===== src/hdl/adc_path_pkg.sv =====
// Purpose: Shared constants and types for the stereo converter input path control.
// Assumes: 7-bit register addresses and 9-bit register data on the serial control port.
// Notes:   Register reset values and field positions live here only.
package adc_path_pkg;

   // Register addresses
   localparam logic [6:0] ADDR_LEFT_PATH  = 7'h00;
   localparam logic [6:0] ADDR_RIGHT_PATH = 7'h01;
   localparam logic [6:0] ADDR_ADC_CTRL   = 7'h05;
   localparam logic [6:0] ADDR_POWER      = 7'h06;
   localparam logic [6:0] ADDR_AUDIO_FMT  = 7'h07;
   localparam logic [6:0] ADDR_CLOCK      = 7'h08;
   localparam logic [6:0] ADDR_MIC_PATH   = 7'h09;
   localparam logic [6:0] ADDR_DC_BIAS    = 7'h0a;
   localparam logic [6:0] ADDR_ENHANCE    = 7'h0b;

   // Reset values
   localparam logic [8:0] RST_CHAN_PATH = 9'h000;
   localparam logic [8:0] RST_ADC_CTRL  = 9'h000;
   localparam logic [8:0] RST_POWER     = 9'h004;
   localparam logic [8:0] RST_AUDIO_FMT = 9'h000;
   localparam logic [8:0] RST_CLOCK     = 9'h000;
   localparam logic [8:0] RST_MIC_PATH  = 9'h00f;
   localparam logic [8:0] RST_DC_BIAS   = 9'h003;
   localparam logic [8:0] RST_ENHANCE   = 9'h000;

   // Per-channel path register fields
   localparam int CH_SEL_LSB   = 0;
   localparam int CH_GAIN_LSB  = 2;
   localparam int CH_MIC_EN    = 4;
   localparam int CH_DC_MODE   = 5;
   // Converter control fields
   localparam int ADC_HPF_OFF  = 0;
   localparam int ADC_R_SRC    = 1;
   localparam int ADC_LOW_PWR  = 2;
   localparam int ADC_MONO_LSB = 7;
   // Power, microphone path, dc bias, enhancement fields
   localparam int PWR_RIGHT_ADC = 2;
   localparam int MIC_R_BYP     = 3;
   localparam int MIC_L_BYP     = 2;
   localparam int MIC_BIAS_LSB  = 0;
   localparam int DCB_LEFT      = 0;
   localparam int DCB_RIGHT     = 1;
   localparam int ENH_EN        = 0;
   // Audio format and clock fields
   localparam int FMT_LSB       = 0;
   localparam int FMT_MASTER    = 6;
   localparam int CLK_USB       = 0;
   localparam int CLK_RATE_LSB  = 1;

   // Mono mode field codes
   localparam logic [1:0] MONO_STEREO = 2'h0;
   localparam logic [1:0] MONO_SINGLE = 2'h1;
   localparam logic [1:0] MONO_DMIX   = 2'h2;
   localparam logic [1:0] MONO_AMIX   = 2'h3;

   // Serial control word
   localparam logic [4:0] CTL_WORD_BITS = 5'h10;
   localparam int         CTL_DATA_W    = 9;

   // Digital filter
   localparam int SAMPLE_W   = 24;
   localparam int HPF_SHIFT  = 10;

   typedef struct packed {
      logic signed [SAMPLE_W-1:0] left;
      logic signed [SAMPLE_W-1:0] right;
   } sample_pair_t;

endpackage


===== src/hdl/adc_path_ctrl.sv =====
// Purpose: Control of the stereo converter input path, mono mixing and output routing.
// Assumes: Control pins and converter samples are synchronous to i_mclk.
// Notes:   Serial control is write only; settings drive the analogue, converter and interface control outputs and the sample path.
`timescale 1ns/10ps
`default_nettype none
module adc_path_ctrl #(
   parameter int SAMPLE_W = 24
) (
   // Clock and reset
   input  wire logic                    i_mclk,
   input  wire logic                    i_nrst,
   // Serial control port
   input  wire logic                    i_ctl_cs_n,
   input  wire logic                    i_ctl_sclk,
   input  wire logic                    i_ctl_sdin,
   // Converter samples in
   input  wire logic                    i_sample_valid,
   output logic                         o_sample_ready,
   input  wire logic [SAMPLE_W-1:0]     i_left_sample,
   input  wire logic [SAMPLE_W-1:0]     i_right_sample,
   // Routed samples out to the audio interface
   output logic                         o_out_valid,
   input  wire logic                    i_out_ready,
   output logic [SAMPLE_W-1:0]          o_out_left,
   output logic [SAMPLE_W-1:0]          o_out_right,
   // Analogue input path controls
   output logic [1:0]                   o_left_input_select,
   output logic [1:0]                   o_right_input_select,
   output logic [1:0]                   o_left_mic_gain,
   output logic [1:0]                   o_right_mic_gain,
   output logic                         o_left_mic_enable,
   output logic                         o_right_mic_enable,
   output logic                         o_left_bypass_closed,
   output logic                         o_right_bypass_closed,
   output logic                         o_left_gain_from_direct,
   output logic                         o_right_gain_from_direct,
   output logic [1:0]                   o_mic_stage_bias_level,
   output logic                         o_left_dc_route,
   output logic                         o_right_dc_route,
   output logic                         o_left_first_bias_en,
   output logic                         o_right_first_bias_en,
   // Converter, clock and interface controls
   output logic                         o_right_converter_power,
   output logic                         o_osr_128,
   output logic                         o_usb_clock_mode,
   output logic [4:0]                   o_rate_code,
   output logic [1:0]                   o_audio_format,
   output logic                         o_audio_master,
   output logic                         o_enhance_enable
);
   // Serial control shifter
   logic                   sclk_q_r;
   logic                   cs_q_r;
   logic [15:0]            shift_r;
   logic [4:0]             bits_r;
   logic                   sclk_rise;
   logic                   wr_stb;
   logic [6:0]             wr_addr;
   logic [8:0]             wr_data;

   assign sclk_rise = i_ctl_sclk & ~sclk_q_r & ~i_ctl_cs_n;
   // A word counts only when exactly sixteen bits were clocked in
   assign wr_stb    = i_ctl_cs_n & ~cs_q_r & (bits_r == adc_path_pkg::CTL_WORD_BITS);
   assign wr_addr   = shift_r[15:adc_path_pkg::CTL_DATA_W];
   assign wr_data   = shift_r[adc_path_pkg::CTL_DATA_W-1:0];

   always_ff @(posedge i_mclk) begin
      if (!i_nrst) begin
         sclk_q_r <= 1'b0;
         cs_q_r   <= 1'b1;
         shift_r  <= 16'h0000;
         bits_r   <= 5'h00;
      end else begin
         sclk_q_r <= i_ctl_sclk;
         cs_q_r   <= i_ctl_cs_n;
         if (i_ctl_cs_n & ~cs_q_r) begin
            bits_r <= 5'h00;
         end else if (sclk_rise && bits_r != 5'h1f) begin
            bits_r <= bits_r + 5'h01;
         end
         if (sclk_rise) begin
            shift_r <= {shift_r[14:0], i_ctl_sdin};
         end
      end
   end

   // Register file
   logic [8:0] lpath_r;
   logic [8:0] rpath_r;
   logic [8:0] adcc_r;
   logic [8:0] pwr_r;
   logic [8:0] fmt_r;
   logic [8:0] clk_r;
   logic [8:0] mic_r;
   logic [8:0] dcb_r;
   logic [8:0] enh_r;
   logic       wr_lpath;
   logic       wr_rpath;
   logic       wr_adcc;
   logic       wr_pwr;
   logic       wr_fmt;
   logic       wr_clk;
   logic       wr_mic;
   logic       wr_dcb;
   logic       wr_enh;

   assign wr_lpath = wr_stb & (wr_addr == adc_path_pkg::ADDR_LEFT_PATH);
   assign wr_rpath = wr_stb & (wr_addr == adc_path_pkg::ADDR_RIGHT_PATH);
   assign wr_adcc  = wr_stb & (wr_addr == adc_path_pkg::ADDR_ADC_CTRL);
   assign wr_pwr   = wr_stb & (wr_addr == adc_path_pkg::ADDR_POWER);
   assign wr_fmt   = wr_stb & (wr_addr == adc_path_pkg::ADDR_AUDIO_FMT);
   assign wr_clk   = wr_stb & (wr_addr == adc_path_pkg::ADDR_CLOCK);
   assign wr_mic   = wr_stb & (wr_addr == adc_path_pkg::ADDR_MIC_PATH);
   assign wr_dcb   = wr_stb & (wr_addr == adc_path_pkg::ADDR_DC_BIAS);
   assign wr_enh   = wr_stb & (wr_addr == adc_path_pkg::ADDR_ENHANCE);

   // Unmapped addresses are dropped silently
   always_ff @(posedge i_mclk) begin
      if (!i_nrst) begin
         lpath_r <= adc_path_pkg::RST_CHAN_PATH;
         rpath_r <= adc_path_pkg::RST_CHAN_PATH;
         adcc_r  <= adc_path_pkg::RST_ADC_CTRL;
         pwr_r   <= adc_path_pkg::RST_POWER;
         fmt_r   <= adc_path_pkg::RST_AUDIO_FMT;
         clk_r   <= adc_path_pkg::RST_CLOCK;
         mic_r   <= adc_path_pkg::RST_MIC_PATH;
         dcb_r   <= adc_path_pkg::RST_DC_BIAS;
         enh_r   <= adc_path_pkg::RST_ENHANCE;
      end else begin
         if (wr_lpath) lpath_r <= wr_data;
         if (wr_rpath) rpath_r <= wr_data;
         if (wr_adcc)  adcc_r  <= wr_data;
         if (wr_pwr)   pwr_r   <= wr_data;
         if (wr_fmt)   fmt_r   <= wr_data;
         if (wr_clk)   clk_r   <= wr_data;
         if (wr_mic)   mic_r   <= wr_data;
         if (wr_dcb)   dcb_r   <= wr_data;
         if (wr_enh)   enh_r   <= wr_data;
      end
   end

   // Field decode
   logic [1:0] mono_mode;
   logic       is_stereo;
   logic       is_amix;
   logic       is_dmix;
   logic       hpf_off;
   logic       right_output_source;
   logic       low_power_select;
   logic       left_bypass_enable;
   logic       right_bypass_enable;

   assign mono_mode           = adcc_r[adc_path_pkg::ADC_MONO_LSB +: 2];
   assign is_stereo           = (mono_mode == adc_path_pkg::MONO_STEREO);
   assign is_amix             = (mono_mode == adc_path_pkg::MONO_AMIX);
   assign is_dmix             = (mono_mode == adc_path_pkg::MONO_DMIX);
   assign hpf_off             = adcc_r[adc_path_pkg::ADC_HPF_OFF];
   assign right_output_source = adcc_r[adc_path_pkg::ADC_R_SRC];
   assign low_power_select    = adcc_r[adc_path_pkg::ADC_LOW_PWR];
   assign left_bypass_enable  = mic_r[adc_path_pkg::MIC_L_BYP];
   assign right_bypass_enable = mic_r[adc_path_pkg::MIC_R_BYP];

   // Analogue path controls
   assign o_left_input_select  = lpath_r[adc_path_pkg::CH_SEL_LSB +: 2];
   assign o_right_input_select = rpath_r[adc_path_pkg::CH_SEL_LSB +: 2];
   assign o_left_mic_gain      = lpath_r[adc_path_pkg::CH_GAIN_LSB +: 2];
   assign o_right_mic_gain     = rpath_r[adc_path_pkg::CH_GAIN_LSB +: 2];
   assign o_left_mic_enable    = lpath_r[adc_path_pkg::CH_MIC_EN];
   assign o_right_mic_enable   = rpath_r[adc_path_pkg::CH_MIC_EN];
   // Switch closes only while its preamp is off, so preamp and bypass never fight
   assign o_left_bypass_closed     = left_bypass_enable & ~o_left_mic_enable;
   assign o_right_bypass_closed    = right_bypass_enable & ~o_right_mic_enable;
   assign o_left_gain_from_direct  = ~left_bypass_enable;
   assign o_right_gain_from_direct = ~right_bypass_enable;
   assign o_mic_stage_bias_level   = mic_r[adc_path_pkg::MIC_BIAS_LSB +: 2];
   // Dc route bypasses preamp and gain stage; scaling is analogue
   assign o_left_dc_route  = lpath_r[adc_path_pkg::CH_DC_MODE];
   assign o_right_dc_route = rpath_r[adc_path_pkg::CH_DC_MODE] | is_amix;
   assign o_left_first_bias_en  = dcb_r[adc_path_pkg::DCB_LEFT];
   assign o_right_first_bias_en = dcb_r[adc_path_pkg::DCB_RIGHT];

   // Converter, clock and interface controls
   assign o_right_converter_power = pwr_r[adc_path_pkg::PWR_RIGHT_ADC];
   assign o_osr_128        = ~low_power_select;
   assign o_usb_clock_mode = clk_r[adc_path_pkg::CLK_USB];
   assign o_rate_code      = clk_r[adc_path_pkg::CLK_RATE_LSB +: 5];
   assign o_audio_format   = fmt_r[adc_path_pkg::FMT_LSB +: 2];
   assign o_audio_master   = fmt_r[adc_path_pkg::FMT_MASTER];
   assign o_enhance_enable = enh_r[adc_path_pkg::ENH_EN] & is_stereo;

   // High pass filter per channel
   logic                       in_take;
   logic signed [SAMPLE_W-1:0] ch_in  [2];
   logic signed [SAMPLE_W-1:0] ch_flt [2];

   assign in_take  = i_sample_valid & o_sample_ready;
   assign ch_in[0] = i_left_sample;
   assign ch_in[1] = i_right_sample;

   genvar g;
   generate
      for (g = 0; g < 2; g++) begin : hpf
         logic signed [SAMPLE_W-1:0] off_r;
         logic signed [SAMPLE_W:0]   diff;
         logic signed [SAMPLE_W:0]   step;
         assign diff      = {ch_in[g][SAMPLE_W-1], ch_in[g]} - {off_r[SAMPLE_W-1], off_r};
         assign step      = diff >>> adc_path_pkg::HPF_SHIFT;
         // Dc passes untouched when off, needed for dc measurement
         assign ch_flt[g] = hpf_off ? ch_in[g] : diff[SAMPLE_W-1:0];
         // Offset estimate keeps tracking while off, so re-enable settles fast
         always_ff @(posedge i_mclk) begin
            if (!i_nrst) begin
               off_r <= '0;
            end else if (in_take) begin
               off_r <= off_r + step[SAMPLE_W-1:0];
            end
         end
      end
   endgenerate

   // Mixing and output routing
   logic signed [SAMPLE_W:0]   mix_sum;
   logic signed [SAMPLE_W-1:0] mix_smp;
   logic signed [SAMPLE_W-1:0] route_left;
   logic signed [SAMPLE_W-1:0] route_right;
   logic [2*SAMPLE_W-1:0]      push_data;
   logic [2*SAMPLE_W-1:0]      pop_data;

   assign mix_sum     = {ch_flt[0][SAMPLE_W-1], ch_flt[0]} + {ch_flt[1][SAMPLE_W-1], ch_flt[1]};
   assign mix_smp     = mix_sum[SAMPLE_W:1];
   assign route_left  = is_dmix ? mix_smp : ch_flt[0];
   assign route_right = is_dmix ? mix_smp :
                        (is_amix && right_output_source) ? ch_flt[0] :
                        ch_flt[1];
   assign push_data   = {route_left, route_right};

   pair_buffer #(
      .WIDTH (2*SAMPLE_W)
   ) u_buf (
      .i_mclk      (i_mclk),
      .i_nrst      (i_nrst),
      .i_in_valid  (i_sample_valid),
      .o_in_ready  (o_sample_ready),
      .i_in_data   (push_data),
      .o_out_valid (o_out_valid),
      .i_out_ready (i_out_ready),
      .o_out_data  (pop_data)
   );

   assign o_out_left  = pop_data[2*SAMPLE_W-1:SAMPLE_W];
   assign o_out_right = pop_data[SAMPLE_W-1:0];
endmodule
`default_nettype wire


===== src/hdl/pair_buffer.sv =====
// Purpose: Two-entry buffer with valid and ready on both sides.
// Assumes: Single clock, synchronous active-low reset.
// Notes:   Read data comes from a register, so the receiver sees flopped data.
`timescale 1ns/10ps
`default_nettype none
module pair_buffer #(
   parameter int WIDTH = 48
) (
   // Clock and reset
   input  wire logic             i_mclk,
   input  wire logic             i_nrst,
   // Fill side
   input  wire logic             i_in_valid,
   output logic                  o_in_ready,
   input  wire logic [WIDTH-1:0] i_in_data,
   // Drain side
   output logic                  o_out_valid,
   input  wire logic             i_out_ready,
   output logic [WIDTH-1:0]      o_out_data
);
   logic [WIDTH-1:0] mem_r [2];
   logic             wr_ptr_r;
   logic             rd_ptr_r;
   logic [1:0]       count_r;
   logic             push;
   logic             pop;

   assign o_in_ready  = (count_r != 2'h2);
   assign o_out_valid = (count_r != 2'h0);
   assign push        = i_in_valid & o_in_ready;
   assign pop         = o_out_valid & i_out_ready;
   assign o_out_data  = mem_r[rd_ptr_r];

   always_ff @(posedge i_mclk) begin
      if (!i_nrst) begin
         wr_ptr_r <= 1'b0;
         rd_ptr_r <= 1'b0;
         count_r  <= 2'h0;
         mem_r[0] <= '0;
         mem_r[1] <= '0;
      end else begin
         if (push) begin
            mem_r[wr_ptr_r] <= i_in_data;
            wr_ptr_r        <= ~wr_ptr_r;
         end
         if (pop) begin
            rd_ptr_r <= ~rd_ptr_r;
         end
         count_r <= count_r + {1'b0, push} - {1'b0, pop};
      end
   end
endmodule
`default_nettype wire


===== config.mk =====
export PLATFORM = sky130hd
export DESIGN_NAME = adc_path_ctrl
export DESIGN_NICKNAME = d
export VERILOG_FILES = /design/src/hdl/adc_path_pkg.sv /design/src/hdl/adc_path_ctrl.sv /design/src/hdl/pair_buffer.sv
export SDC_FILE = /design/constraint.sdc
export NUM_CORES = 1
export LEC_CHECK = 0
export BUFFER_PORTS_ARGS = -buffer_cell sky130_fd_sc_hd__buf_2
export CORE_ASPECT_RATIO = 0.5
export CORE_MARGIN = 2
export CORE_UTILIZATION = 30
export CTS_CLUSTER_SIZE = 24
export DETAILED_ROUTE_END_ITERATION = 8
export HOLD_SLACK_MARGIN = 0.12
export SYNTH_ARGS = -nofsm -noshare
export SYNTH_HDL_FRONTEND = slang
export SYNTH_SLANG_ARGS = --single-unit

===== constraint.sdc =====
create_clock -name i_mclk -period 12.9 [get_ports i_mclk]
set_input_delay 1.935 -clock i_mclk [delete_from_list [all_inputs] [get_ports i_mclk]]
set_output_delay 1.935 -clock i_mclk [all_outputs]
set_load 0.02 [all_outputs]

; Word level (Yosys, flattened, before mapping)
; Memory sizes are Yosys's and may differ from the RTL's. A register that Yosys moved wholly into a read port is not among the register bits.
; Index checks and enable logic that the tools add are counted.
[word_totals]
word_cells = 91
ramBits = 96
register_bits = 119
memories = 1
[classes]
addsub = 8
n_reduce_logical = 7
n_mux = 14
n_eq_ne = 13
n_bitwise = 30
[memory_table]
columns = memory, depth, word_bits, read_ports, rd_ports_with_merged_regs, wr, line_no
row1 = u_buf.mem_r, 2, 48, 1, 1, 2, pair_buffer.sv:21  ; logic [WIDTH-1:0] mem_r [2];
[op_table]
columns = operator, n
row1 = 2-to-1 mux 24 bit, 5
row2 = subtractor 24 x 24 -> 25 bit, 2
row3 = adder 24 bit, 2
row4 = 2-to-1 mux 48 bit, 1
row5 = OR reduction 48 bit, 1
row6 = equality test 7 x 4 -> 1 bit (second input constant), 4
row7 = adder 24 x 24 -> 25 bit, 1
row8 = equality test 7 x 3 -> 1 bit (second input constant), 3
row9 = AND 1 bit, 18
row10 = inverter 1 bit, 11
row11 = 2-to-1 mux 1 bit, 8
row12 = equality test 7 x 1 -> 1 bit (second input constant), 1
row13 = zero test 7 bit, 1
row14 = adder 5 x 1 -> 5 bit (second input constant), 1
row15 = equality test 5 bit (second input constant), 1
row16 = != test 5 bit (second input constant), 1
row17 = equality test 2 bit (second input constant), 2
row18 = adder 2 x 1 -> 2 bit, 1
row19 = logical AND 1 bit, 2
row20 = zero test 2 bit, 1
row21 = != test 2 bit (second input constant), 1
row22 = nonzero test 2 bit, 1
row23 = OR reduction 2 bit, 1
row24 = subtractor 2 x 1 -> 2 bit, 1
row25 = OR 1 bit, 1

; Depth between registers and ports, before layout
; Gate-level depths: netlist of run 1.
[logic_depth]
ltp_word = 7
ltp_mapped = 25
ltp_nobuf = 24

; Modules after synthesis
; From an unflattened synthesis of run 1, not the netlist that was laid out.
[unflattened]
cells_unflattened = 1834
hier_area_um2 = 15522.4
[by_module_without_submodules]
columns = module, cells_each, area_each_um2, n_inst
row1 = adc_path_ctrl, 1499, 11157.0, 1
row2 = pair_buffer, 335, 4365.4, 1

; Worst setup path after synthesis of run 1
; Ideal clock, no wire load.
[synth_path]
path_type = input-to-reg
startpoint = input port i_sample_valid
endpoint = memory u_buf.mem_r[0][0] (enable)
setup_slack_ns = 6.474
t_arrival_ns = 5.906
path_stages = 4
setup_time_ns = 0.520
cell_sequence = nand2_1 clkbuf_1 clkbuf_1 o21ai_0
[synth_lines]
columns = item, line_no
row1 = from (decl), adc_path_ctrl.sv:17  ; input wire logic i_sample_valid,
row2 = to (decl), pair_buffer.sv:21

; Final worst setup path of run 1
[layout_path]
startpoint = input port i_left_sample[0]
endpoint = register hpf[0].off_r[23]
[layout_via]
elab_chain_len = 2
[layout_lines]
columns = item, line_no
row1 = from (decl), adc_path_ctrl.sv:19  ; input wire logic [SAMPLE_W-1:0] i_left_sample,
row2 = subtractor 24 x 24 -> 25 bit, adc_path_ctrl.sv:206  ; assign diff = {ch_in[g][SAMPLE_W-1], ch_in[g]} - {off_r[SAMPLE_W-1], off_r};
row3 = adder 24 bit, adc_path_ctrl.sv:215  ; off_r <= off_r + step[SAMPLE_W-1:0];
row4 = to (signal assigned), adc_path_ctrl.sv:215
row5 = to (decl), adc_path_ctrl.sv:203  ; logic signed [SAMPLE_W-1:0] off_r;
; No other way between the ends.
; A chain may end at the register's enable or synchronous reset.

==> results by group, run 1 <==
Hold path
  • Worst Hold Class: reg -> reg

STA
  • Rel. slew slack: 21.94%
  • Final Skew: 0.009365 ns
  • Slew @ Worst Pin: 1.162 ns
  • Final-report setup violation count: 0
  • F_max: 152.9 MHz
  • Tcrit/Tclk final: 50.71%
  • TNS Setup: 0 ns
  • Pins over their slew limit: 0
  • Final hold violations: 0
  • Min cycle time layout: 6.542 ns
  • RSZ-0062 raised after global routing: no

Routing
  • Final Routed Wirelength: 44740 um
  • DR WL/cell: 17.16 um
  • Starting DRT DRC Count: 828
  • DR pass1 iterations: 6
  • Vias: 13318
  • DRC violations left: 0
  • Antenna viol nets, final: 0
  • Vias/cell: 5.107

Setup path
  • Critical path launch point type: input port
  • Crit Path Class: in -> reg
  • Crit path DAT: 7.00 ns
  • Critical Path RT: 13.36 ns
  • Slowest cell on the critical path: o21ai_1
  • Crit path largest cell delay: 0.47 ns
  • Worst Setup End Kind: flop
  • Crit Path Max Fanout: 10
  • Crit path cell chain: buf_2 -> inv_1 -> ha_1 -> inv_1 -> fa_1 -> a211o_1 -> a2111o_1 -> nand4_1 -> a211oi_1 -> o31ai_1 -> nand3_1 -> o21ai_1 -> ha_1 -> a21oi_1 -> o21ai_0 -> or3_1 -> a31oi_1 -> o41ai_1 -> a21o_1 -> xnor2_1 -> or3_1 -> a21boi_1

Pwr
  • P_int: 2.636 mW
  • Psw: 2.403 mW
  • Sequential Power Share: 18.0%
  • Sw frac: 47.69%
  • Part of the power in combinational logic: 67.3%
  • VDD IR max: 0.1355 mV
  • P_leak: 7.559 nW
  • PwrDens: 285.4 nW/um^2
  • Power share of the clock group: 14.7%

Global route
  • First-pass GRT wire length: 69690 um
  • Total Routing Usage GR: 16.39%
  • Pin count of the biggest net entering global routing: 80
  • Vias in the first global route: 12549
  • Grt ovf: 0
  • Initial antenna violation count: 2

Floorplan
  • Rows: 58
  • Die area: 53640 um^2
  • Chip height: 164.8 um
  • Die width: 325.5 um
  • I/O pin total: 137
  • Initial core utilization: 30.62%
  • Core area: 50650 um^2

Synth
  • Mean area per synthesized cell: 8.564 um^2
  • Post-synth net total: 1992
  • Yosys warnings: 0
  • Cells after Synth: 1811
  • Number of synthesized register bits: 206
  • Ys async rst share: 0%
  • Top_reg_cell synth: dfxtp_1
  • Post-synthesis cell area: 15510 um^2
  • Number of flops mapped to enable cells by yosys: 96
  • Register area share after synthesis: 32.79%
  • Yosys cell types: 83

Finish
  • NumNets Final: 2083
  • Fillers: 5288
  • Most frequent cells in the layout: nand2_1 (209), buf_2 (136), nor2_1 (129), ha_1 (121), a21oi_1 (110)
  • Commonest non-fill, non-tap cell in the layout: nand2_1
  • Share of cells above drive strength 1: 14.13%
  • ANT cells: 0
  • Synth-to-Final Area Change: 13.84%
  • Cell Count, Final, Fillers Out: 2608

CTS
  • Number of CTS-inserted buffers: 23
  • Clock sink total: 206
  • TritonCTS clock tree: yes
  • CTS H-Tree Depth: 1
  • Post-CTS Setup Inserts: 0
  • Clock Path Buffers: 3
  • Clk Latency, worst-skew pair: 0.53 ns
  • Clock transition at path regs: 0.06 ns
  • Post-CTS Resized: 0
  • Cts hold-fix bufs: 0
  • CTS root buf: clkbuf_16

Placement
  • Dpl cells: 2567
  • Detailed Place HPWL: 33740 um
  • GP Congestion: 0.9163
  • PortBufs: 136

Job
  • Max capacitance violation total: 0

Run status
  • Status: finished clean
[critical path: cells and delay by family]
kind,cells,cell delay [ns]
AOI/OAI and AO/OA,11,2.68
adders and majority gates,3,1.01
and+or+nand+nor,4,0.99
buffers and inverters,3,0.26
xor gates and xnor gates,1,0.12
[cells by family after synthesis]
family,after synthesis,synth area share (%)
AOI/OAI and AO/OA,514,21.72
xor gates and xnor gates,90,5.083
adders and majority gates,127,10.47
buffers and inverters,187,4.776
DFF,206,32.79
muxes,107,7.447
and+or+nand+nor,580,17.72
[per-stage QoR]
step	instance area [um^2]	worst slack (ns)	hold WS [ns]	power, mW	util (%)
detailed placement	16810	5.833	0.4554	4.256	33.18
floorplan	15510	6.474	0.4429	3.474	-
global route	17650	5.908	0.4925	5.472	34.85
CTS	17650	6.372	0.4712	5.026	34.85
global placement	16810	5.890	0.4509	4.246	33.18
finish	17650	6.358	0.4664	5.039	34.85
[power groups by stage]
stage / Combinational (mW) / Clock, mW / Sequential, mW
after global routing: 3.76 / 0.787 / 0.921
after global placement: 3.33 / 0 / 0.917
final: 3.39 / 0.742 / 0.907
after detailed placement: 3.33 / 0 / 0.922
after CTS: 3.36 / 0.760 / 0.908
after floorplan: 2.58 / 0 / 0.893
[state kept, by name (all words and copies together), names as in the netlist, named ones only]
| signal | flops |
|---|---|
| u_buf.mem_r | 96 |
| hpf.off_r | 48 |
| shift_r | 16 |
| clk_r | 6 |
| lpath_r | 6 |
| rpath_r | 6 |
| adcc_r | 5 |
| bits_r | 5 |
| mic_r | 4 |
| fmt_r | 3 |
| dcb_r | 2 |
| u_buf.count_r | 2 |
| cs_q_r | 1 |
| enh_r | 1 |
| pwr_r | 1 |
| sclk_q_r | 1 |
| u_buf.rd_ptr_r | 1 |
| u_buf.wr_ptr_r | 1 |
[cell usage after synthesis (all sizes together), types with 3 or more instances]
cell type	count	area share, %
a2111oi	3	0.17
a211o	6	0.34
a211oi	27	1.4
a21boi	33	1.6
a21o	57	2.8
a21oi	111	3.6
a221oi	5	0.28
a311o	4	0.26
a31oi	14	0.56
a41oi	3	0.22
and2	42	1.7
and3	20	0.86
buf	13	0.51
clkbuf	66	1.6
dfxtp	110	14
edfxtp	96	19
fa	5	0.65
ha	121	9.8
inv	107	2.6
mux2	57	4.1
mux2i	49	3.2
nand2	211	5.1
nand2b	26	1.0
nand3	32	1.0
nand3b	4	0.19
nand4	5	0.20
nor2	129	3.1
nor2b	48	1.9
nor3	29	0.94
nor3b	7	0.34
o211a	10	0.65
o211ai	14	0.71
o21a	30	1.5
o21ai	124	4.0
o21bai	6	0.29
o22ai	27	1.1
o31a	10	0.56
o31ai	10	0.48
or2	4	0.16
or3	14	0.60
xnor2	51	2.9
xor2	39	2.2
[final cells by class]
cell class | instances | area, um^2 | area share (%)
inverters | 107 | 401.6 | 2.275
repair buffers | 146 | 755.7 | 4.281
clock buffers | 32 | 669.4 | 3.792
flip-flops and latches | 206 | 5087 | 28.82
well taps | 690 | 863.3 | 4.890
multi-input cells | 1418 | 9699 | 54.94
clock inverters | 9 | 177.7 | 1.006
[worst paths after layout]
path	slack, ns	to	cells past startpoint	start
worst max-delay path	6.36	hpf[0].off_r[23]	22	i_left_sample[0]
worst min-delay path	0.47	pwr_r[2]	2	pwr_r[2]
worst max register to register	7.49	u_buf.mem_r[1][47]	20	hpf[1].off_r[1]
worst min register to register	0.47	pwr_r[2]	2	pwr_r[2]
[layer usage]
layer,wire [um],vias up,track usage [%]
met5,34,-,0
met2,20060,282,26.72
met4,1591,4,5.823
met1,20860,6264,22.01
met3,2198,88,2.678
li1,-,6680,-
Note: power is estimated with default switching activity, not from simulation.
==> inputs of run 2 (changes only) <==
==> constraint.sdc (replaced) <==
create_clock -name i_mclk -period 5.75 [get_ports i_mclk]
set_input_delay 0.8625 -clock i_mclk [delete_from_list [all_inputs] [get_ports i_mclk]]
set_output_delay 0.8625 -clock i_mclk [all_outputs]
set_load 0.02 [all_outputs]
==> results by group, run 2 (synthesis results as in run 1) <==
Pwr
  • VDD IR max: 0.3416 mV (+150%)
  • P_leak: 7.728 nW (+2.2%)
  • PwrDens: 653.4 nW/um^2 (+130%)

Floorplan
  • I/O pin total: 137 (unchanged)
  • Chip height: 164.8 um (unchanged)
  • Rows: 58 (unchanged)
  • Die area: 53640 um^2 (unchanged)
  • Initial core utilization: 30.62% (unchanged)
  • Core area: 50650 um^2 (unchanged)
  • Die width: 325.5 um (unchanged)

Routing
  • Starting DRT DRC Count: 1016 (+23%)
  • DRC violations left: 0 (unchanged)
  • Vias/cell: 5.040 (-1.3%)
  • DR pass1 iterations: 5 (-1)
  • Vias: 13346 (+0.21%)
  • Antenna viol nets, final: 0 (unchanged)
  • Final Routed Wirelength: 45190 um (+1.0%)
  • DR WL/cell: 17.07 um (-0.52%)

STA
  • Final Skew: 0.01377 ns (+0.004403 ns)
  • RSZ-0062 raised after global routing: no
  • Final hold violations: 0 (unchanged)
  • Rel. slew slack: 30.74% (+8.8 points)
  • Final-report setup violation count: 0 (unchanged)
  • F_max: 186.6 MHz
  • Tcrit/Tclk final: 93.21%
  • Pins over their slew limit: 0 (unchanged)
  • Min cycle time layout: 5.359 ns
  • Slew @ Worst Pin: 1.031 ns (-0.1311 ns)

Setup path
  • Worst Setup End Kind: flop
  • Critical path launch point type: flop
  • Crit Path Max Fanout: 5 (-5)
  • Crit Path Class: reg -> reg
  • R2r worst-path depth: 19 (-5.0%)
  • Crit path DAT: 5.71 ns (-1.29 ns)
  • Critical Path RT: 6.10 ns (-7.26 ns)

Finish
  • Max FFs per register: 96 (unchanged)
  • Final Cell Area: 17920 um^2 (+1.5%)
  • Top reg by flops: u_buf.mem_r
  • Synth-to-Final Area Change: 15.58%
  • NumNets Final: 2122 (+1.9%)
  • Most frequent cells in the layout: nand2_1 (209), buf_2 (136), nor2_1 (129), ha_1 (121), a21oi_1 (110)
  • Commonest non-fill, non-tap cell in the layout: nand2_1
  • Share of cells above drive strength 1: 15.94% (+1.8 points)
  • Largest regs: u_buf.mem_r x96, hpf.off_r x48, shift_r x16
  • Post-layout util: 35.39% (+0.53 points)

Global route
  • Initial antenna violation count: 2 (unchanged)
  • Vias in the first global route: 12642 (+0.74%)
  • First-pass GRT wire length: 70010 um (+0.45%)
  • Pin count of the biggest net entering global routing: 78 (-2.5%)
  • Total Routing Usage GR: 16.45% (+0.061 points)
  • Grt ovf: 0 (unchanged)

CTS
  • Number of CTS-inserted buffers: 23 (unchanged)
  • CTS H-Tree Depth: 1 (unchanged)
  • Clock transition at path regs: 0.07 ns (about the same)
  • CTS root buf: clkbuf_16
  • Post-CTS Setup Inserts: 0 (unchanged)
  • Clock sink total: 206 (unchanged)
  • Cts hold-fix bufs: 0 (unchanged)
  • Clock Path Buffers: 3 (unchanged)
  • Clk Latency, worst-skew pair: 0.53 ns (about the same)
  • TritonCTS clock tree: yes

Placement
  • Detailed Place HPWL: 34060 um (+0.95%)
  • GP Congestion: 0.9434 (+3.0%)
  • PortBufs: 136 (unchanged)
  • Placed Area: 17100 um^2 (+1.7%)

Hold path
  • Worst Hold Class: reg -> reg
  • Cell count of the worst hold path: 2 (unchanged)

Job
  • Max capacitance violation total: 0 (unchanged)

Run status
  • Status: finished clean
-- run 2: cell types whose count changed in the layout (fill, tap and decap cells not counted), sizes merged --
cell | previous run | this run
buf | 146 | 185
clkbuf | 32 | 26
clkinv | 3 | 7
clkinvlp | 0 | 2
diode | 0 | 1
-- run 2: repair_timing --
action | CTS | global route
hold endpoints to repair | 0 | 0
endpoints found under the setup margin | 0 | 3
gates resized for setup | 0 | 3
-- run 2: final timing paths --
check / from / to / slack [ns]
worst max-delay path: hpf[0].off_r[1] / u_buf.mem_r[1][47] / 0.39
worst min-delay path: shift_r[15] / shift_r[15] / 0.47
worst max register to register: hpf[0].off_r[1] / u_buf.mem_r[1][47] / 0.39
worst min register to register: shift_r[15] / shift_r[15] / 0.47
-- run 2: per-layer routing --
| metal | GRT usage (%) | routed length (um) | vias to the layer above |
|---|---|---|---|
| met5 | 0 | 13 | - |
| met3 | 3.111 | 2264 | 82 |
| met2 | 27.05 | 20410 | 269 |
| met4 | 5.614 | 1532 | 2 |
| met1 | 21.73 | 20970 | 6237 |
| li1 | - | - | 6756 |
-- run 2: worst max-delay path, cell delays in order (launching register included) --
cell and delay [ns]:
dfxtp_1 0.35, inv_1 0.12, ha_1 0.28, nor2b_1 0.14, o31a_1 0.29, a41oi_2 0.27, a21oi_2 0.14, a311o_1 0.47
xnor2_1 0.23, o21ai_0 0.70, ha_1 0.39, a21o_1 0.20, a21o_1 0.17, a21oi_1 0.18, nor2b_1 0.06, o21ai_0 0.16
nand2b_1 0.09, a2111oi_1 0.50, a221oi_2 0.18, nor3b_1 0.23
-- run 2: per-stage QoR --
step	instances	TNS (ns)	hold slack [ns]	worst slack [ns]	total power [mW]
2_1_floorplan	1811	0	0.4429	0.3963	7.795
3_3_place_gp	2606	-0.06190	0.4504	-0.01897	9.930
3_5_place_dp	2606	-0.4190	0.4590	-0.1045	9.970
4_1_cts	2647	0	0.4735	0.4307	11.65
5_1_grt	2647	0	0.5004	0.06073	12.72
6_report	2648	0	0.4725	0.3906	11.71
-- run 2: cell type report --
class,instances,area (um^2)
fill,5296,32730
antenna,1,2.502
clock inverter,15,211.5
clock buffer,26,596.8
sequential,206,5087
tap,690,863.3
multi-input combinational,1418,9713
timing repair buffer,185,1049
inverter,107,401.6
-- run 2: power breakdown --
part           internal, mW  switching (mW)
Sequential             1.86           0.164
Clock                 0.973           0.652
Combinational          3.31            4.74
